**config.mk**
```make
export PLATFORM = sky130hd
export DESIGN_NAME = tid_dispatch
export DESIGN_NICKNAME = d
export VERILOG_FILES = /design/src/design/tid_pkg.sv /design/src/design/tid_dispatch.sv
export SDC_FILE = /design/constraint.sdc
export NUM_CORES = 1
export LEC_CHECK = 0
export ABC_AREA = 1
export BUFFER_PORTS_ARGS = -buffer_cell sky130_fd_sc_hd__buf_2
export CORE_AREA = 5 5 362 364
export DETAILED_ROUTE_END_ITERATION = 7
export DIE_AREA = 0 0 367 369
export PLACE_DENSITY = 0.46
export SLEW_MARGIN = 5
export SYNTH_ARGS = -nofsm -noshare
export SYNTH_HDL_FRONTEND = slang
export SYNTH_SLANG_ARGS = --single-unit
```
**constraint.sdc**
```tcl
create_clock -name pclk -period 3.9 [get_ports pclk]
set_clock_uncertainty 0.2 [all_clocks]
set_input_delay 0.585 -clock pclk [delete_from_list [all_inputs] [get_ports pclk]]
set_output_delay 0.585 -clock pclk [all_outputs]
set_load 0.02 [all_outputs]
```
**src/design/tid_pkg.sv**
```systemverilog
// Package: constants, register map and carrier types for the trap and interrupt dispatcher
// How it works
// - Float underflow writes exact zero; enable gates trap
// - Inexact stores rounded result; enable gates trap
// - Integer overflow writes truncated result, flagged
// - Overflow enable honoured per integer and convert
// - Sync traps halt issue of later instructions
// - Sync traps save address of next instruction
// - Misaligned longword or quadword access traps
// - Fixup bit zero reports; one returns quietly
// - Locked or conditional misaligned gives illegal operand
// - Alignment vector 280; r4 address, r5 direction
// - Fixup bit mirrored at context word bit 63
// - Vector in r2, parameter in r3; mode choice
// - Reserved, subsetted or unprivileged opcode traps
// - Bad restored status or operand traps
// - Change-mode frames go on entered mode stack
// - Higher request raises level, kernel entry
// - In-flight work drains; exception frame goes first
// - Fixed priority levels per interrupt source
// - Interrupt frame eight quadwords; next unexecuted PC
// - Own vector per source; device vectors assignable
// - Interrupt entry leaves mapping state untouched
// - Priority level private to this processor
// - Summary bits four, five, six for arithmetic
// - Arithmetic traps: kernel, mask r4, summary r5
package tid_pkg;
   localparam int unsigned TID_AW = 12;
   localparam logic [11:0] TID_OFF_IPL = 12'h000;
   localparam logic [11:0] TID_OFF_FIXUP = 12'h004;
   localparam logic [11:0] TID_OFF_CTX_HI = 12'h008;
   localparam logic [11:0] TID_OFF_SOFT_REQ = 12'h00c;
   localparam logic [11:0] TID_OFF_SOFT_SUM = 12'h010;
   localparam logic [11:0] TID_OFF_EXC_SUM = 12'h014;
   localparam logic [11:0] TID_OFF_WMASK_LO = 12'h018;
   localparam logic [11:0] TID_OFF_WMASK_HI = 12'h01c;
   localparam logic [11:0] TID_OFF_DEV_VEC = 12'h020;
   localparam logic [11:0] TID_OFF_STATUS = 12'h024;
   localparam logic [15:0] TID_DEV_VEC_RST = 16'h0800;
   localparam logic [15:0] TID_DEV_VEC_STEP = 16'h0010;
   // Exception summary and context-block positions
   localparam int unsigned TID_SUM_UNF = 4;
   localparam int unsigned TID_SUM_INE = 5;
   localparam int unsigned TID_SUM_IOV = 6;
   localparam int unsigned TID_CTX_FIXUP_BIT = 31;
   // Priority levels
   localparam logic [4:0] TID_LVL_AST = 5'h02;
   localparam logic [4:0] TID_LVL_DEV0 = 5'h14;
   localparam logic [4:0] TID_LVL_TICK = 5'h16;
   localparam logic [4:0] TID_LVL_IPI = 5'h16;
   localparam logic [4:0] TID_LVL_PERF = 5'h1d;
   localparam logic [4:0] TID_LVL_POWER = 5'h1e;
   localparam int unsigned TID_SOFT_LO = 1;
   localparam int unsigned TID_SOFT_HI = 15;
   localparam int unsigned TID_NDEV = 4;
   // Control-block vectors; only alignment is fixed, the rest are arbitrary
   localparam logic [15:0] TID_VEC_ALIGN = 16'h0280;
   localparam logic [15:0] TID_VEC_ARITH = 16'h0200;
   localparam logic [15:0] TID_VEC_BREAK = 16'h0400;
   localparam logic [15:0] TID_VEC_ERRLOG = 16'h0410;
   localparam logic [15:0] TID_VEC_ILL_INSTR = 16'h0420;
   localparam logic [15:0] TID_VEC_ILL_OPND = 16'h0430;
   localparam logic [15:0] TID_VEC_SWTRAP = 16'h0440;
   localparam logic [15:0] TID_VEC_ENTER = 16'h0480;
   localparam logic [15:0] TID_VEC_SOFT = 16'h0500;
   localparam logic [15:0] TID_VEC_AST = 16'h0240;
   localparam logic [15:0] TID_VEC_TICK = 16'h0600;
   localparam logic [15:0] TID_VEC_IPI = 16'h0610;
   localparam logic [15:0] TID_VEC_PERF = 16'h0650;
   localparam logic [15:0] TID_VEC_POWER = 16'h0660;
   localparam int unsigned TID_FRAME_QW = 8;

   typedef enum logic [1:0] {TID_KERNEL, TID_EXEC, TID_SUPER, TID_USER} tid_mode_t;
   typedef enum logic [1:0] {TID_SZ_BYTE, TID_SZ_WORD, TID_SZ_LONG, TID_SZ_QUAD} tid_size_t;
   typedef enum logic [2:0] {TID_CALL_NONE, TID_CALL_BREAK, TID_CALL_ERRLOG, TID_CALL_SWTRAP,
      TID_CALL_ENTER_K, TID_CALL_ENTER_E, TID_CALL_ENTER_S, TID_CALL_ENTER_U} tid_call_t;
   typedef enum logic [1:0] {TID_OP_FLOAT, TID_OP_IEEE, TID_OP_INT, TID_OP_CVT_INT} tid_op_t;
   typedef enum logic [3:0] {TID_C_NONE, TID_C_ALIGN, TID_C_ILL_OPND, TID_C_ILL_INSTR, TID_C_CALL,
      TID_C_ARITH, TID_C_INTR} tid_cause_t;

   typedef struct packed {
      logic valid;
      logic [63:0] pc;
      logic [63:0] param;
      logic mem_valid;
      logic [63:0] mem_addr;
      tid_size_t mem_size;
      logic mem_write;
      logic mem_locked;
      tid_call_t call;
      logic reserved_op;
      logic subset_op;
      logic priv_op;
      logic bad_ps;
      logic bad_operand;
   } tid_exc_req_t;

   typedef struct packed {
      logic valid;
      tid_op_t op;
      logic [5:0] dest;
      logic [127:0] true_result;
      logic underflow;
      logic inexact;
      logic overflow;
      logic unf_en;
      logic ine_en;
      logic iov_en;
   } tid_arith_t;

   typedef struct packed {
      logic valid;
      logic [5:0] dest;
      logic [63:0] value;
      logic int_ovf;
   } tid_wb_t;

   typedef struct packed {
      logic valid;
      tid_mode_t mode;
      logic [4:0] interrupt_priority_level;
   } tid_restore_t;

   typedef struct packed {
      logic valid;
      tid_cause_t cause;
      tid_mode_t entry_mode;
      tid_mode_t stack_mode;
      logic [4:0] new_ipl;
      logic [63:0] saved_pc;
      logic [63:0] r2;
      logic [63:0] r3;
      logic [63:0] r4;
      logic [63:0] r5;
      logic report_os;
      logic [3:0] frame_qw;
   } tid_disp_t;
endpackage : tid_pkg

```
**src/design/tid_dispatch.sv**
```systemverilog
// Module: trap and interrupt dispatcher with APB register slave
`timescale 1ns/1ps
module tid_dispatch (
   input wire logic pclk,
   input wire logic presetn,
   input wire logic psel,
   input wire logic penable,
   input wire logic pwrite,
   input wire logic [tid_pkg::TID_AW-1:0] paddr,
   input wire logic [31:0] pwdata,
   input wire logic [3:0] pstrb,
   output logic [31:0] prdata,
   output logic pready,
   output logic pslverr,
   input wire tid_pkg::tid_exc_req_t exc_req,
   input wire tid_pkg::tid_arith_t arith_req,
   input wire logic pipe_idle,
   input wire logic [63:0] next_pc,
   input wire tid_pkg::tid_restore_t restore,
   input wire logic ctx_load_valid,
   input wire logic ctx_load_fixup,
   input wire logic ast_req,
   input wire logic [tid_pkg::TID_NDEV-1:0] dev_irq,
   input wire logic tick_irq,
   input wire logic ipi_irq,
   input wire logic perf_irq,
   input wire logic power_irq,
   output tid_pkg::tid_wb_t wb,
   output tid_pkg::tid_disp_t disp,
   output logic issue_hold
);
   import tid_pkg::*;

   typedef enum logic [2:0] {TID_S_NONE, TID_S_SOFT, TID_S_AST, TID_S_DEV, TID_S_TICK, TID_S_IPI,
      TID_S_PERF, TID_S_POWER} tid_src_t;

   // Pin requests: two flops before use
   logic [8:0] pin_raw;
   logic [8:0] pin_meta_q;
   logic [8:0] pin_sync_q;
   assign pin_raw = {power_irq, perf_irq, ipi_irq, tick_irq, dev_irq, 1'b0};

   always_ff @(posedge pclk or negedge presetn)
   begin
      if (!presetn)
      begin
         pin_meta_q <= 9'h000;
         pin_sync_q <= 9'h000;
      end
      else
      begin
         pin_meta_q <= pin_raw;
         pin_sync_q <= pin_meta_q;
      end
   end

   logic [TID_NDEV-1:0] dev_s;
   logic tick_s;
   logic ipi_s;
   logic perf_s;
   logic power_s;
   assign dev_s = pin_sync_q[TID_NDEV:1];
   assign tick_s = pin_sync_q[5];
   assign ipi_s = pin_sync_q[6];
   assign perf_s = pin_sync_q[7];
   assign power_s = pin_sync_q[8];

   // State
   logic [4:0] ipl_q;
   tid_mode_t mode_q;
   logic fixup_q;
   logic ctx_fixup_q;
   logic [15:1] soft_pend_q;
   logic [6:0] sum_q;
   logic [63:0] wmask_q;
   logic [15:0] dev_vec_q;
   tid_disp_t disp_q;
   tid_wb_t wb_q;
   logic [31:0] prdata_q;
   logic pslverr_q;

   // APB decode
   logic apb_wr;
   logic apb_rd;
   logic mapped;
   assign apb_wr = psel && penable && pwrite;
   assign apb_rd = psel && penable && !pwrite;
   assign pready = 1'b1;
   assign prdata = prdata_q;
   assign pslverr = pslverr_q;

   always_comb
   begin
      if (paddr == TID_OFF_IPL)
         mapped = 1'b1;
      else if (paddr == TID_OFF_FIXUP)
         mapped = 1'b1;
      else if (paddr == TID_OFF_CTX_HI)
         mapped = 1'b1;
      else if (paddr == TID_OFF_SOFT_REQ)
         mapped = 1'b1;
      else if (paddr == TID_OFF_SOFT_SUM)
         mapped = 1'b1;
      else if (paddr == TID_OFF_EXC_SUM)
         mapped = 1'b1;
      else if (paddr == TID_OFF_WMASK_LO)
         mapped = 1'b1;
      else if (paddr == TID_OFF_WMASK_HI)
         mapped = 1'b1;
      else if (paddr == TID_OFF_DEV_VEC)
         mapped = 1'b1;
      else if (paddr == TID_OFF_STATUS)
         mapped = 1'b1;
      else
         mapped = 1'b0;
   end

   // Arithmetic writeback
   logic a_unf;
   logic a_ine;
   logic a_iov;
   logic a_iov_ok;
   assign a_iov_ok = (arith_req.op == TID_OP_INT) || (arith_req.op == TID_OP_CVT_INT);
   assign a_unf = arith_req.valid && arith_req.underflow && arith_req.unf_en;
   assign a_ine = arith_req.valid && arith_req.inexact && arith_req.ine_en && (arith_req.op == TID_OP_IEEE);
   assign a_iov = arith_req.valid && arith_req.overflow && arith_req.iov_en && a_iov_ok;

   always_ff @(posedge pclk or negedge presetn)
   begin
      if (!presetn)
         wb_q <= '0;
      else
      begin
         wb_q.valid <= arith_req.valid;
         wb_q.dest <= arith_req.dest;
         wb_q.int_ovf <= arith_req.valid && arith_req.overflow && a_iov_ok;
         if (arith_req.underflow && (arith_req.op != TID_OP_INT))
            wb_q.value <= 64'h0000_0000_0000_0000;
         else
            wb_q.value <= arith_req.true_result[63:0];
      end
   end
   assign wb = wb_q;

   // Synchronous exception decode
   logic misaligned;
   logic sync_hit;
   tid_cause_t sync_cause;
   always_comb
   begin
      misaligned = 1'b0;
      if (exc_req.mem_valid && exc_req.mem_size == TID_SZ_LONG)
         misaligned = exc_req.mem_addr[1:0] != 2'h0;
      else if (exc_req.mem_valid && exc_req.mem_size == TID_SZ_QUAD)
         misaligned = exc_req.mem_addr[2:0] != 3'h0;
   end

   always_comb
   begin
      sync_cause = TID_C_NONE;
      if (exc_req.valid)
      begin
         if (exc_req.reserved_op || exc_req.subset_op || (exc_req.priv_op && mode_q != TID_KERNEL))
            sync_cause = TID_C_ILL_INSTR;
         else if (exc_req.bad_ps || exc_req.bad_operand || (misaligned && exc_req.mem_locked))
            sync_cause = TID_C_ILL_OPND;
         else if (misaligned)
            sync_cause = TID_C_ALIGN;
         else if (exc_req.call != TID_CALL_NONE)
            sync_cause = TID_C_CALL;
      end
   end
   assign sync_hit = sync_cause != TID_C_NONE;

   // Change-mode target
   tid_mode_t call_target;
   tid_mode_t call_entry;
   logic [15:0] call_vec;
   always_comb
   begin
      call_vec = TID_VEC_ENTER;
      case (exc_req.call)
         TID_CALL_BREAK: call_vec = TID_VEC_BREAK;
         TID_CALL_ERRLOG: call_vec = TID_VEC_ERRLOG;
         TID_CALL_SWTRAP: call_vec = TID_VEC_SWTRAP;
         TID_CALL_ENTER_E: call_vec = TID_VEC_ENTER + TID_DEV_VEC_STEP;
         TID_CALL_ENTER_S: call_vec = TID_VEC_ENTER + TID_DEV_VEC_STEP + TID_DEV_VEC_STEP;
         TID_CALL_ENTER_U: call_vec = TID_VEC_ENTER + TID_DEV_VEC_STEP + TID_DEV_VEC_STEP + TID_DEV_VEC_STEP;
         default: call_vec = TID_VEC_ENTER;
      endcase
   end

   always_comb
   begin
      case (exc_req.call)
         TID_CALL_ENTER_E: call_target = TID_EXEC;
         TID_CALL_ENTER_S: call_target = TID_SUPER;
         TID_CALL_ENTER_U: call_target = TID_USER;
         default: call_target = TID_KERNEL;
      endcase
      // Lower encoding is more privileged
      call_entry = (mode_q < call_target) ? mode_q : call_target;
   end

   // Interrupt arbitration; later entries only win on a strictly higher level
   logic [4:0] best_lvl;
   tid_src_t best_src;
   logic [1:0] best_dev;
   always_comb
   begin
      best_lvl = 5'h00;
      best_src = TID_S_NONE;
      best_dev = 2'h0;
      if (power_s && TID_LVL_POWER > best_lvl)
      begin
         best_lvl = TID_LVL_POWER;
         best_src = TID_S_POWER;
      end
      if (perf_s && TID_LVL_PERF > best_lvl)
      begin
         best_lvl = TID_LVL_PERF;
         best_src = TID_S_PERF;
      end
      if (tick_s && TID_LVL_TICK > best_lvl)
      begin
         best_lvl = TID_LVL_TICK;
         best_src = TID_S_TICK;
      end
      if (ipi_s && TID_LVL_IPI > best_lvl)
      begin
         best_lvl = TID_LVL_IPI;
         best_src = TID_S_IPI;
      end
      for (int i = TID_NDEV - 1; i >= 0; i--)
      begin
         if (dev_s[i] && (TID_LVL_DEV0 + 5'(i)) > best_lvl)
         begin
            best_lvl = TID_LVL_DEV0 + 5'(i);
            best_src = TID_S_DEV;
            best_dev = 2'(i);
         end
      end
      if (ast_req && TID_LVL_AST > best_lvl)
      begin
         best_lvl = TID_LVL_AST;
         best_src = TID_S_AST;
      end
      for (int j = TID_SOFT_HI; j >= TID_SOFT_LO; j--)
      begin
         if (soft_pend_q[j] && 5'(j) > best_lvl)
         begin
            best_lvl = 5'(j);
            best_src = TID_S_SOFT;
         end
      end
   end

   logic [15:0] intr_vec;
   always_comb
   begin
      case (best_src)
         TID_S_POWER: intr_vec = TID_VEC_POWER;
         TID_S_PERF: intr_vec = TID_VEC_PERF;
         TID_S_TICK: intr_vec = TID_VEC_TICK;
         TID_S_IPI: intr_vec = TID_VEC_IPI;
         TID_S_DEV: intr_vec = dev_vec_q + (TID_DEV_VEC_STEP * {14'h0000, best_dev});
         TID_S_AST: intr_vec = TID_VEC_AST + (TID_DEV_VEC_STEP * {14'h0000, mode_q});
         default: intr_vec = TID_VEC_SOFT + (TID_DEV_VEC_STEP * {11'h000, best_lvl});
      endcase
   end

   // Dispatch selection: sync exceptions, then pending arithmetic, then interrupts
   logic arith_pend;
   logic arith_take;
   logic intr_take;
   assign arith_pend = sum_q[TID_SUM_UNF] || sum_q[TID_SUM_INE] || sum_q[TID_SUM_IOV];
   assign arith_take = !sync_hit && arith_pend && pipe_idle && !arith_req.valid;
   assign intr_take = !sync_hit && !arith_pend && pipe_idle && !arith_req.valid
      && (best_lvl > ipl_q);
   assign issue_hold = sync_hit || arith_pend || a_unf || a_ine || a_iov;

   tid_disp_t disp_d;
   always_comb
   begin
      disp_d = '0;
      disp_d.entry_mode = TID_KERNEL;
      disp_d.stack_mode = TID_KERNEL;
      disp_d.new_ipl = ipl_q;
      disp_d.saved_pc = exc_req.pc + 64'h0000_0000_0000_0004;
      disp_d.r3 = exc_req.param;
      if (sync_hit)
      begin
         disp_d.valid = 1'b1;
         disp_d.cause = sync_cause;
         case (sync_cause)
            TID_C_ALIGN:
            begin
               disp_d.r2 = 64'(TID_VEC_ALIGN);
               disp_d.r4 = exc_req.mem_addr;
               disp_d.r5 = {63'h0, exc_req.mem_write};
               disp_d.report_os = !fixup_q;
            end
            TID_C_ILL_OPND: disp_d.r2 = 64'(TID_VEC_ILL_OPND);
            TID_C_ILL_INSTR: disp_d.r2 = 64'(TID_VEC_ILL_INSTR);
            default:
            begin
               disp_d.r2 = 64'(call_vec);
               disp_d.entry_mode = call_entry;
               disp_d.stack_mode = call_entry;
            end
         endcase
      end
      else if (arith_take)
      begin
         disp_d.valid = 1'b1;
         disp_d.cause = TID_C_ARITH;
         disp_d.saved_pc = next_pc;
         disp_d.r2 = 64'(TID_VEC_ARITH);
         disp_d.r3 = 64'h0000_0000_0000_0000;
         disp_d.r4 = wmask_q;
         disp_d.r5 = {57'h0, sum_q};
      end
      else if (intr_take)
      begin
         // Translation state is never touched on this path
         disp_d.valid = 1'b1;
         disp_d.cause = TID_C_INTR;
         disp_d.new_ipl = best_lvl;
         disp_d.saved_pc = next_pc;
         disp_d.r2 = 64'(intr_vec);
         disp_d.r3 = {59'h0, best_lvl};
         disp_d.frame_qw = 4'(TID_FRAME_QW);
      end
   end

   always_ff @(posedge pclk or negedge presetn)
   begin
      if (!presetn)
         disp_q <= '0;
      else
         disp_q <= disp_d;
   end
   assign disp = disp_q;

   // Priority level and mode; local copy only, never shared
   always_ff @(posedge pclk or negedge presetn)
   begin
      if (!presetn)
      begin
         ipl_q <= 5'h1f;
         mode_q <= TID_KERNEL;
      end
      else if (disp_d.valid)
      begin
         ipl_q <= disp_d.new_ipl;
         mode_q <= disp_d.entry_mode;
      end
      else if (restore.valid)
      begin
         ipl_q <= restore.interrupt_priority_level;
         mode_q <= restore.mode;
      end
      else if (apb_wr && paddr == TID_OFF_IPL && pstrb[0])
         ipl_q <= pwdata[4:0];
   end

   // Alignment fixup control and its context-block copy
   always_ff @(posedge pclk or negedge presetn)
   begin
      if (!presetn)
      begin
         fixup_q <= 1'b0;
         ctx_fixup_q <= 1'b0;
      end
      else if (apb_wr && paddr == TID_OFF_FIXUP && pstrb[0])
      begin
         fixup_q <= pwdata[0];
         ctx_fixup_q <= pwdata[0];
      end
      else if (ctx_load_valid)
      begin
         fixup_q <= ctx_load_fixup;
         ctx_fixup_q <= ctx_load_fixup;
      end
   end

   // Software interrupt pending; a new request beats a same-cycle clear
   logic [15:1] soft_set;
   logic [15:1] soft_clr;
   always_comb
   begin
      soft_set = '0;
      soft_clr = '0;
      if (apb_wr && paddr == TID_OFF_SOFT_REQ && pstrb[0] && pwdata[3:0] != 4'h0)
         soft_set[pwdata[3:0]] = 1'b1;
      if (intr_take && best_src == TID_S_SOFT)
         soft_clr[best_lvl[3:0]] = 1'b1;
   end

   always_ff @(posedge pclk or negedge presetn)
   begin
      if (!presetn)
         soft_pend_q <= '0;
      else
         soft_pend_q <= (soft_pend_q & ~soft_clr) | soft_set;
   end

   // Arithmetic summary and write mask gather until the trap is taken
   always_ff @(posedge pclk or negedge presetn)
   begin
      if (!presetn)
      begin
         sum_q <= 7'h00;
         wmask_q <= 64'h0000_0000_0000_0000;
      end
      else
      begin
         if (arith_take)
         begin
            sum_q <= 7'h00;
            wmask_q <= 64'h0000_0000_0000_0000;
         end
         if (a_unf || a_ine || a_iov)
         begin
            sum_q[TID_SUM_UNF] <= sum_q[TID_SUM_UNF] && !arith_take || a_unf;
            sum_q[TID_SUM_INE] <= sum_q[TID_SUM_INE] && !arith_take || a_ine;
            sum_q[TID_SUM_IOV] <= sum_q[TID_SUM_IOV] && !arith_take || a_iov;
            wmask_q <= (arith_take ? 64'h0000_0000_0000_0000 : wmask_q)
               | (64'h0000_0000_0000_0001 << arith_req.dest);
         end
      end
   end

   // Device vector base
   always_ff @(posedge pclk or negedge presetn)
   begin
      if (!presetn)
         dev_vec_q <= TID_DEV_VEC_RST;
      else if (apb_wr && paddr == TID_OFF_DEV_VEC && pstrb[0] && pstrb[1])
         dev_vec_q <= pwdata[15:0];
   end

   // Read data and error
   always_ff @(posedge pclk or negedge presetn)
   begin
      if (!presetn)
      begin
         prdata_q <= 32'h0000_0000;
         pslverr_q <= 1'b0;
      end
      else
      begin
         pslverr_q <= psel && !penable && !mapped;
         prdata_q <= 32'h0000_0000;
         if (psel && !penable && !pwrite)
         begin
            if (paddr == TID_OFF_IPL)
               prdata_q <= {27'h0, ipl_q};
            else if (paddr == TID_OFF_FIXUP)
               prdata_q <= {31'h0, fixup_q};
            else if (paddr == TID_OFF_CTX_HI)
               prdata_q <= 32'(ctx_fixup_q) << TID_CTX_FIXUP_BIT;
            else if (paddr == TID_OFF_SOFT_SUM)
               prdata_q <= {16'h0, soft_pend_q, 1'b0};
            else if (paddr == TID_OFF_EXC_SUM)
               prdata_q <= {25'h0, sum_q};
            else if (paddr == TID_OFF_WMASK_LO)
               prdata_q <= wmask_q[31:0];
            else if (paddr == TID_OFF_WMASK_HI)
               prdata_q <= wmask_q[63:32];
            else if (paddr == TID_OFF_DEV_VEC)
               prdata_q <= {16'h0, dev_vec_q};
            else if (paddr == TID_OFF_STATUS)
               prdata_q <= {28'h0, arith_pend, 1'b0, mode_q};
         end
      end
   end

   logic unused_rd;
   assign unused_rd = apb_rd;
endmodule : tid_dispatch

```
==> results.py, run 1 <==
metrics = {
    "status": {
        "status": "finished, violations left",
        "violations": "negative setup slack",
    },
    "critical_path": {
        "critPathLaunchType": "flip-flop",
        "arrival_ns": 4.21,
        "cp_max_fo": 8,
        "worst_setup_path_end_kind": "flip-flop",
        "cp_num_buf_inv": 5,
        "path_delay_family": "simple AND/OR/NAND/NOR gates",
        "slowest_stage": "dfrtp_1",
        "cpPeakStageDelay_ns": 0.40,
        "ff2ff_setup_slack_ns": -0.0008,
        "reg2reg_depth": 27,
        "setup.worst_path.class": "reg -> reg",
        "rr_endpoint": "disp[297]$_DFF_PN0_",
        "rr_startpoint": "pin_sync_q[7]$_DFF_PN0_",
        "worstPathRequired_ns": 4.21,
    },
    "global_route": {
        "antenna_found_initial": 29,
        "grt_pass1_wl_um": 152000,
        "grt_pass1_vias": 21510,
        "grtUsageMet1_pct": 18.09,
        "grt_start_max_net_pins": 83,
        "met3_usage_pct": 4.305,
        "grt_busiest_layer": "met2",
        "grt_use_met2_pct": 26.33,
        "track_usage_pct": 15.12,
        "grt.overflow.total": 0,
    },
    "place": {
        "placed_cells": 4788,
        "place_congestion": 0.9088,
        "io_buffers": 736,
        "dp_hpwl_um": 84410,
        "dp_slack_ns": -0.1890,
        "place_area_sq_mm": 0.02702,
    },
    "logic_synthesis": {
        "synthTopCellsByCount": "446 x dfrtp_1, 342 x inv_1, 300 x nand2_1, 246 x nor2_1, 221 x nand3_1",
        "synthArstFlopShare_pct": 100.0,
        "synth_warnings": 0,
        "synth_top_area_share_pct": 53.53,
        "ys.flop_type": "dfrtp_1",
        "syn-instance-count": 2349,
        "ys_types": 61,
        "synth_area_leaders": "dfrtp_1 54%, inv_1 6.2%, nand2_1 5.4%",
        "seq_area_frac_synth_pct": 54.29,
        "yosysTopAreaCell": "dfrtp_1",
        "ys_ff_latch": 452,
        "avgSynthCellArea_sq_um": 8.876,
        "netlist_area_sq_mm": 0.02085,
        "synth_edf_count": 0,
        "synth_most_common_cell": "dfrtp_1",
    },
    "timing": {
        "setup_slack_ns": -0.0007758,
        "finalSetupViolations": 1,
        "hold_viol": 0,
        "fin_crit_sh_pct": 100.0,
        "rsz0062_at_grt": "yes",
        "worst_pin_slew_ns": 0.9514,
        "max_freq_mhz": 256.4,
        "min_period_ns": 3.901,
        "slew_violations": 0,
        "relSlewSlack_pct": 35.99,
    },
    "clock_tree": {
        "clkSinkCount": 452,
        "h-tree-depth": 2,
        "cts_made_buffers": 58,
        "clockBufferDepth": 3,
        "clockRootBuffer": "clkbuf_16",
        "cts_tree": "yes",
        "clk_pin_slew_ns": 0.06,
        "clk_latency_ns": 0.65,
    },
    "finish": {
        "layout.nets": 3995,
        "finalNonFillerCells": 5216,
        "drive_gt1_share_pct": 33.79,
        "area_growth_pct": 58.16,
        "design_area_sq_mm": 0.03298,
        "n_fill_cell": 13830,
    },
    "route": {
        "drtPass1Iterations": 5,
        "drt-total-wl_um": 107700,
        "detail-route-antenna-nets": 0,
        "vias": 20750,
        "vias_per_cell": 3.979,
        "drt_iter0_markers": 1303,
        "drc_errors": 0,
        "post_drt_wl_per_cell_um": 20.65,
    },
    "floorplanning": {
        "start_util_pct": 16.41,
        "die_height_um": 369,
        "num_io_pins": 932,
        "rows": 131,
        "core_sq_mm": 0.1270,
        "die_area_sq_mm": 0.1354,
        "die_w_um": 367,
    },
    "min_path": {
        "min_path_cells": 3,
        "min_to": "disp[303]$_DFF_PN0_",
        "hp-start": "next_pc[42]",
        "hp-class": "in -> reg",
    },
    "pwr": {
        "irDropWorstVdd_v": 0.0003533,
        "p_leak_uw": 0.01630,
        "power_density_mw_per_mm2": 396.9,
    },
    "flow_run": {
        "drv_cap": 0,
    },
}
[cell type report]
cell class              instances  area, sq um  area share (%)
diodes                         12        30.03         0.09106
clock buffers                  74         1622           4.917
clock inverters                28        361.6           1.097
inverters                     354         1359           4.121
multi-input cells            1444         7933           24.06
flip-flops and latches        452        11320           34.32
well taps                    1662         2079           6.306
repair buffers               1189         8262           25.05
repair inverters                1        11.26         0.03415
[layer usage]
metal,part of all wire (%),vias up
met5,0.045,-
met2,49,904
met1,40,9981
li1,-,9690
met3,8.1,170
met4,3.3,8
[registers in the layout, summed over array words and instances (netlist names)]
signal / cells
sum_q: 3
wmask_q: 64
pslverr: 1
pin_sync_q: 8
disp: 225
mode_q: 2
prdata: 32
wb: 72
soft_pend_q: 15
ipl_q: 5
ctx_fixup_q: 1
pin_meta_q: 8
dev_vec_q: 16
[worst register-to-register path, stage by stage, from the launching register on]
cell	delay (ns)
dfrtp_1	0.40
nor2_4	0.14
nand4_4	0.10
nor2_4	0.14
nand3_4	0.14
nor2_4	0.17
nand4_1	0.18
o211ai_2	0.14
nand2_1	0.09
nand2_2	0.07
nand3_2	0.08
nand2_1	0.09
nand3_2	0.09
nand3_4	0.13
nand3_4	0.08
inv_2	0.06
nand4_1	0.11
nand2_2	0.11
inv_2	0.05
ha_4	0.27
a21oi_4	0.06
nand2_4	0.09
nand2_8	0.10
buf_16	0.19
buf_12	0.14
or2_1	0.21
o21ai_1	0.07
inv_1	0.06
[logic make-up after synthesis]
group                      count (synthesis)  share of synthesized area, %
and+or+nand+nor                          912                         19.74
buffers and inverters                    565                         12.70
DFF                                      452                         54.29
AOI/OAI and AO/OA                        331                         9.230
xor gates and xnor gates                  65                         2.731
muxes                                     13                        0.6902
adders and majority gates                  9                        0.5761
other                                      2                       0.03602
[where the power goes]
| group | internal [uW] | switching, uW |
|---|---|---|
| Sequential | 5040 | 164 |
| Clock | 3340 | 2280 |
| Combinational | 806 | 1460 |
[worst max-delay path by stage]
stage / from / end / slack (ns) / cells after the start
2_1_floorplan: pin_sync_q[7]$_DFF_PN0_ / soft_pend_q[11]$_DFF_PN0_ / 0.10 / 29
3_3_place_gp: exc_req[12] / disp[282]$_DFF_PN0_ / -0.14 / 20
3_5_place_dp: exc_req[12] / disp[282]$_DFF_PN0_ / -0.19 / 20
4_1_cts: pin_sync_q[8]$_DFF_PN0_ / disp[297]$_DFF_PN0_ / -0.09 / 28
5_1_grt: pin_sync_q[7]$_DFF_PN0_ / disp[297]$_DFF_PN0_ / -0.22 / 30
6_report: pin_sync_q[7]$_DFF_PN0_ / disp[297]$_DFF_PN0_ / -0.0008 / 27
[stage by stage]
stage	util (%)	TNS, ns	hold slack (ns)	total power, uW
global route	25.95	-17.73	0.005467	13690
CTS	25.29	-1.338	0.001327	13270
floorplan	-	0	0.08941	6238
global placement	21.27	-7.767	0.1422	7223
detailed placement	21.27	-11.32	0.1396	7226
finish	25.96	-0.0007758	0.04905	13090
[timing repair]
item | CTS | global route
hold buffers | 272 | 1
endpoints found under the setup margin | 135 | 173
setup buffers | 12 | 26
hold endpoints to repair | 335 | 1
resized for setup | 37 | 182
pin swaps | 19 | 34
gates cloned | 4 | 4
[placed cells by master, fill, tap and decap left out, types with 47 or more instances in the layout]
cell / count
nand3_1: 214
conb_1: 113
xor2_1: 47
inv_1: 337
nor2_1: 233
buf_4: 131
dfrtp_1: 446
clkbuf_16: 60
nand2_1: 232
o21ai_0: 152
buf_2: 735
dlygate4sd3_1: 273
nand2_2: 52
Note: power is estimated with default switching activity, not from simulation.
==> run 2: changes to the inputs <==
--- a/config.mk
+++ b/config.mk
@@ -7,9 +7,9 @@
 export LEC_CHECK = 0
 export ABC_AREA = 1
 export BUFFER_PORTS_ARGS = -buffer_cell sky130_fd_sc_hd__buf_2
-export CORE_AREA = 5 5 362 364
+export CORE_AREA = 2 2 359 361
 export DETAILED_ROUTE_END_ITERATION = 7
-export DIE_AREA = 0 0 367 369
+export DIE_AREA = 0 0 361 363
 export PLACE_DENSITY = 0.46
 export SLEW_MARGIN = 5
 export SYNTH_ARGS = -nofsm -noshare
==> run 2 against run 1 <==
The flow still finishes with violations (negative setup slack). First-iteration DRC count increased by 7.7%. Worst hold slack worse by 0.013 ns. Sequential cell count stayed put. Global-route usage decreased by 0.12 points. Critical path type unchanged. Highest routed layer unchanged.
==> results.py, run 2 (synthesis results as in run 1) <==
metrics = {
    "status": {
        "status": "finished, violations left",
        "violations": "negative setup slack",
    },
    "clock_tree": {
        "h-tree-depth": 2,
        "clk_pin_slew_ns": 0.06,
        "clockRootBuffer": "clkbuf_16",
        "clk_latency_ns": 0.63,
        "clkSinkCount": 452,
        "cts_made_buffers": 57,
        "cts_tree": "yes",
        "clockBufferDepth": 3,
    },
    "pwr": {
        "switching_share_pct": 29.57,
        "p_comb_share_pct": 17.8,
        "power_uw": 13180,
        "cellInternalPower_uw": 9283,
        "irDropWorstVdd_v": 0.0002994,
        "p_seq_share_pct": 39.5,
        "p_leak_uw": 0.01654,
        "power_density_mw_per_mm2": 391.0,
        "clkPwrFrac_pct": 42.8,
        "p_sw_uw": 3898,
    },
    "timing": {
        "finalSetupViolations": 3,
        "hold_viol": 0,
        "worst_pin_slew_ns": 1.255,
        "min_period_ns": 3.922,
        "slew_violations": 0,
        "max_freq_mhz": 255.0,
        "fin_crit_sh_pct": 100.6,
        "rsz0062_at_grt": "yes",
        "setup_slack_ns": -0.02199,
        "relSlewSlack_pct": 16.34,
    },
    "place": {
        "dp_hpwl_um": 80810,
        "place_area_sq_mm": 0.02705,
        "io_buffers": 736,
        "placed_cells": 4794,
        "place_congestion": 0.9295,
    },
    "min_path": {
        "hp-start": "next_pc[51]",
        "min_to": "disp[312]$_DFF_PN0_",
        "min_path_cells": 3,
        "hp-class": "in -> reg",
    },
    "finish": {
        "drive_gt1_share_pct": 36.98,
        "mostFrequentLayoutCells": "735 x buf_2, 446 x dfrtp_1, 338 x inv_1, 264 x dlygate4sd3_1, 215 x nand2_1",
        "layout.nets": 3997,
        "final_core_util_pct": 26.54,
        "largest_reg_flops": 225,
        "area_growth_pct": 61.70,
        "design_area_sq_mm": 0.03371,
        "finalNonFillerCells": 5222,
        "final_common_cell": "buf_2",
    },
    "route": {
        "drt-total-wl_um": 104800,
        "vias": 20770,
        "post_drt_wl_per_cell_um": 20.07,
        "vias_per_cell": 3.978,
        "drc_errors": 0,
        "detail-route-antenna-nets": 0,
        "drtPass1Iterations": 5,
        "drt_iter0_markers": 1403,
    },
    "global_route": {
        "grt.overflow.total": 0,
        "grt_pass1_vias": 20600,
        "antenna_found_initial": 23,
        "grt_pass1_wl_um": 143800,
        "grt_start_max_net_pins": 90,
        "track_usage_pct": 15.00,
    },
    "critical_path": {
        "setup.worst_path.class": "reg -> reg",
        "critPathLaunchType": "flip-flop",
        "worstPathRequired_ns": 4.24,
        "cp_max_fo": 6,
        "reg2reg_depth": 27,
        "arrival_ns": 4.27,
        "rr_startpoint": "pin_sync_q[7]$_DFF_PN0_",
        "rr_endpoint": "disp[316]$_DFF_PN0_",
        "worst_setup_path_end_kind": "flip-flop",
        "ff2ff_setup_slack_ns": -0.02,
    },
    "floorplanning": {
        "core_sq_mm": 0.1270,
        "rows": 131,
        "die_area_sq_mm": 0.1310,
        "start_util_pct": 16.41,
        "die_height_um": 363,
        "num_io_pins": 932,
        "die_w_um": 361,
    },
    "flow_run": {
        "drv_cap": 0,
    },
}
run 2: changes by cell type in the layout (fill, tap and decap cells not counted), sizes merged:
cell | before | now
clkbuf | 76 | 86
dlygate4sd3 | 273 | 264
buf | 914 | 918
inv | 357 | 354
bufinv | 6 | 8
clkinvlp | 4 | 5
nand2 | 310 | 311
run 2: stage by stage:
step	setup WS, ns	hold slack [ns]	TNS [ns]
final	-0.02199	0.03609	-0.02551
after global routing	-0.2843	0.003055	-32.69
after CTS	-0.04067	0.001142	-0.3314
after detailed placement	-0.1670	0.1417	-6.690
after global placement	-0.1755	0.1431	-5.959
after floorplan	0.1048	0.08941	0
run 2: area by class of cell:
cell class	instances	area, sq um
inverters	354	1358
repair buffers	1192	8444
clock inverters	29	384.1
fillers	13740	93320
clock buffers	76	1598
flip-flops and latches	452	11320
well taps	1662	2079
diodes	12	30.03
multi-input cells	1445	8501
run 2: worst max path at each step:
stage                                  from                        end  slack, ns
floorplan           pin_sync_q[7]$_DFF_PN0_  soft_pend_q[11]$_DFF_PN0_       0.10
global placement    pin_sync_q[7]$_DFF_PN0_      mode_q[1]$_DFFE_PN0P_      -0.18
detailed placement  pin_sync_q[7]$_DFF_PN0_      mode_q[0]$_DFFE_PN0P_      -0.17
CTS                 pin_sync_q[8]$_DFF_PN0_        disp[293]$_DFF_PN0_      -0.04
global route        pin_sync_q[7]$_DFF_PN0_        disp[316]$_DFF_PN0_      -0.28
finish              pin_sync_q[7]$_DFF_PN0_        disp[316]$_DFF_PN0_      -0.02
run 2: power groups by stage:
stage                     clock network, uW  registers, uW  logic [uW]
after CTS                              5830           5200        2230
after detailed placement                  0           5270        1950
after global placement                    0           5270        1950
after floorplan                           0           5490         746
after global routing                   6010           5230        2540
final                                  5640           5200        2340
run 2: critical path, cell delays in order (launching register included):
cell      delay (ns)
dfrtp_1         0.41
nor2_4          0.14
nand4_4         0.10
nor2_4          0.14
nand3_4         0.13
nor2_4          0.16
nand4_1         0.19
o211ai_2        0.14
nand2_1         0.09
nand2_2         0.09
nand3_2         0.09
nand2_2         0.08
nand3_2         0.08
nand3_2         0.13
nand3_4         0.07
inv_2           0.05
nand4_1         0.15
nand2_2         0.13
inv_2           0.06
ha_4            0.21
a21oi_4         0.21
nand2_8         0.11
nand2_8         0.15
buf_4           0.16
buf_6           0.10
buf_16          0.13
nand2_4         0.06
o21ai_4         0.07
run 2: layer usage:
metal  global-route usage, %  routed length (um)  vias up
met5                       0                  26        -
met2                   26.57               52640      792
met1                   18.28               42660    10130
met4                   3.815                2719        4
li1                        -                   -     9696
met3                   3.396                6772      149
run 2: timing repair:
action	4_1_cts	5_1_grt
resized for setup	52	324
gates cloned	5	12
pin swaps	15	39
hold buffers	264	0
endpoints found under the hold margin	311	0
endpoints found under the setup margin	128	176
buffers inserted	24	18
==> run 3: changes to the inputs <==
--- a/config.mk
+++ b/config.mk
@@ -7,10 +7,13 @@
 export LEC_CHECK = 0
 export ABC_AREA = 1
 export BUFFER_PORTS_ARGS = -buffer_cell sky130_fd_sc_hd__buf_2
-export CORE_AREA = 2 2 359 361
+export CELL_PAD_IN_SITES_DETAIL_PLACEMENT = 0
+export CELL_PAD_IN_SITES_GLOBAL_PLACEMENT = 1
+export CORE_AREA = 2 2 362 364
 export DETAILED_ROUTE_END_ITERATION = 7
-export DIE_AREA = 0 0 361 363
-export PLACE_DENSITY = 0.46
+export DIE_AREA = 0 0 364 366
+export PLACE_DENSITY = 0.56
+export SKIP_LAST_GASP = 1
 export SLEW_MARGIN = 5
 export SYNTH_ARGS = -nofsm -noshare
 export SYNTH_HDL_FRONTEND = slang
==> run 3 against run 2 <==
The flow now finishes without violations. Critical path depth increased by 1. Largest power group unchanged. Die area up 1.7%. Global-route usage grew 1.6 points. Non-clock buffer count rose by 33. Critical endpoint is now disp[287]$_DFF_PN0_. Core utilization shrank 0.74 points.
==> results.py, run 3 (synthesis results as in run 1) <==
metrics = {
    "status": {
        "status": "finished, final reports clean",
    },
    "critical_path": {
        "critPathLaunchType": "flip-flop",
        "setup.worst_path.class": "reg -> reg",
        "worstPathRequired_ns": 4.24,
        "arrival_ns": 4.22,
        "cp_max_fo": 5,
        "worst_setup_path_end_kind": "flip-flop",
        "slowest_stage": "dfrtp_1",
        "cpPeakStageDelay_ns": 0.40,
    },
    "global_route": {
        "grt_pass1_vias": 21620,
        "track_usage_pct": 16.62,
        "antenna_found_initial": 29,
        "grt_pass1_wl_um": 158800,
        "grt_start_max_net_pins": 93,
        "grt.overflow.total": 0,
    },
    "clock_tree": {
        "h-tree-depth": 2,
        "clkSinkCount": 452,
        "cts_tree": "yes",
        "clockBufferDepth": 3,
        "clockRootBuffer": "clkbuf_16",
        "cts_made_buffers": 58,
        "clk_pin_slew_ns": 0.06,
        "clk_latency_ns": 0.65,
    },
    "floorplanning": {
        "die_area_sq_mm": 0.1332,
        "die_w_um": 364,
        "rows": 132,
        "start_util_pct": 16.16,
        "num_io_pins": 932,
        "die_height_um": 366,
        "core_sq_mm": 0.1290,
    },
    "timing": {
        "max_freq_mhz": 257.5,
        "finalSetupViolations": 0,
        "hold_viol": 0,
        "slew_violations": 0,
        "fin_crit_sh_pct": 99.57,
        "relSlewSlack_pct": 19.95,
        "worst_pin_slew_ns": 1.199,
        "rsz0062_at_grt": "yes",
        "min_period_ns": 3.883,
        "whs_ns": 0.03034,
    },
    "pwr": {
        "irDropWorstVdd_v": 0.0003181,
        "power_uw": 13010,
        "p_leak_uw": 0.01644,
        "power_density_mw_per_mm2": 390.9,
    },
    "finish": {
        "seq_area_sq_mm": 0.01132,
        "final_common_cell": "buf_2",
        "mostFrequentLayoutCells": "735 x buf_2, 446 x dfrtp_1, 338 x inv_1, 279 x dlygate4sd3_1, 272 x nand2_1",
        "design_area_sq_mm": 0.03327,
        "largest_reg_flops": 225,
        "drive_gt1_share_pct": 33.27,
        "area_growth_pct": 59.60,
        "finalNonFillerCells": 5337,
        "layout.nets": 4031,
        "n_fill_cell": 14100,
        "multi_input_area_sq_mm": 0.007820,
        "final_core_util_pct": 25.80,
    },
    "route": {
        "detail-route-antenna-nets": 0,
        "wl_met2_um": 55210,
        "wl_met1_um": 47910,
        "drc_errors": 0,
        "vias": 20970,
        "wl_met3_um": 8469,
        "drtPass1Iterations": 6,
        "vias_per_cell": 3.929,
        "post_drt_wl_per_cell_um": 21.55,
        "routed.top_layer": "met5",
        "drt-total-wl_um": 115000,
        "drt_iter0_markers": 1333,
    },
    "place": {
        "dp_hpwl_um": 91750,
        "place_area_sq_mm": 0.02736,
        "io_buffers": 736,
        "placed_cells": 4901,
        "place_congestion": 0.9100,
    },
    "flow_run": {
        "drv_cap": 0,
    },
    "min_path": {
        "hp-class": "in -> reg",
    },
}
## run 3: power by group
group | switching [uW] | total (uW) | internal [uW] | leakage [uW]
combinational | 1500 | 2320 | 826 | 0.00974
clock | 2290 | 5490 | 3200 | 0.000948
sequential | 161 | 5200 | 5040 | 0.00576
## run 3: routing by layer
layer,up-vias,track usage (%)
met3,172,4.386
met1,10180,20.45
met4,6,4.684
met2,843,28.34
li1,9771,-
met5,-,0
## run 3: layout make-up
| cell class | count | share of cell area (%) |
|---|---|---|
| sequential | 452 | 34.02 |
| timing repair buffer | 1225 | 25.89 |
| multi-input combinational | 1445 | 23.50 |
| tap | 1742 | 6.550 |
| clock buffer | 79 | 5.024 |
| inverter | 354 | 4.099 |
| clock inverter | 28 | 0.8273 |
| antenna | 12 | 0.09025 |
## run 3: worst max-delay path, delay by kind of cell, from the launching register on
kind | cells | cell delay (ns)
AND/OR/NAND/NOR | 15 | 1.61
buffers and inverters | 9 | 1.00
flip-flops | 1 | 0.40
AO/OA/AOI/OAI | 3 | 0.31
adder cells (fa/ha/maj) | 1 | 0.26
## run 3: worst paths after layout
kind	to	depth (start not counted)	slack (ns)	startpoint
setup / recovery	disp[287]$_DFF_PN0_	28	0.02	pin_sync_q[7]$_DFF_PN0_
hold / removal	disp[121]$_DFF_PN0_	3	0.03	exc_req[64]
setup reg to reg	disp[287]$_DFF_PN0_	28	0.02	pin_sync_q[7]$_DFF_PN0_
hold reg to reg	pin_sync_q[1]$_DFF_PN0_	0	0.14	pin_meta_q[1]$_DFF_PN0_
max in group asynchronous	disp[190]$_DFF_PN0_	3	2.13	presetn
min in group asynchronous	disp[114]$_DFF_PN0_	2	0.42	presetn
## run 3: through the flow
stage	TNS, ns	setup WS, ns
finish	0	0.01681
global route	-27.10	-0.2552
CTS	-0.08358	-0.04332
detailed placement	-14.44	-0.3320
global placement	-12.72	-0.3188
floorplan	0	0.1048
## run 3: what timing repair did
item	in CTS	in global routing
pin swaps	11	23
gates cloned	5	10
buffers inserted	7	18
hold buffers	275	4
endpoints found under the hold margin	346	4
setup endpoints to repair	137	161
resized for setup	26	129
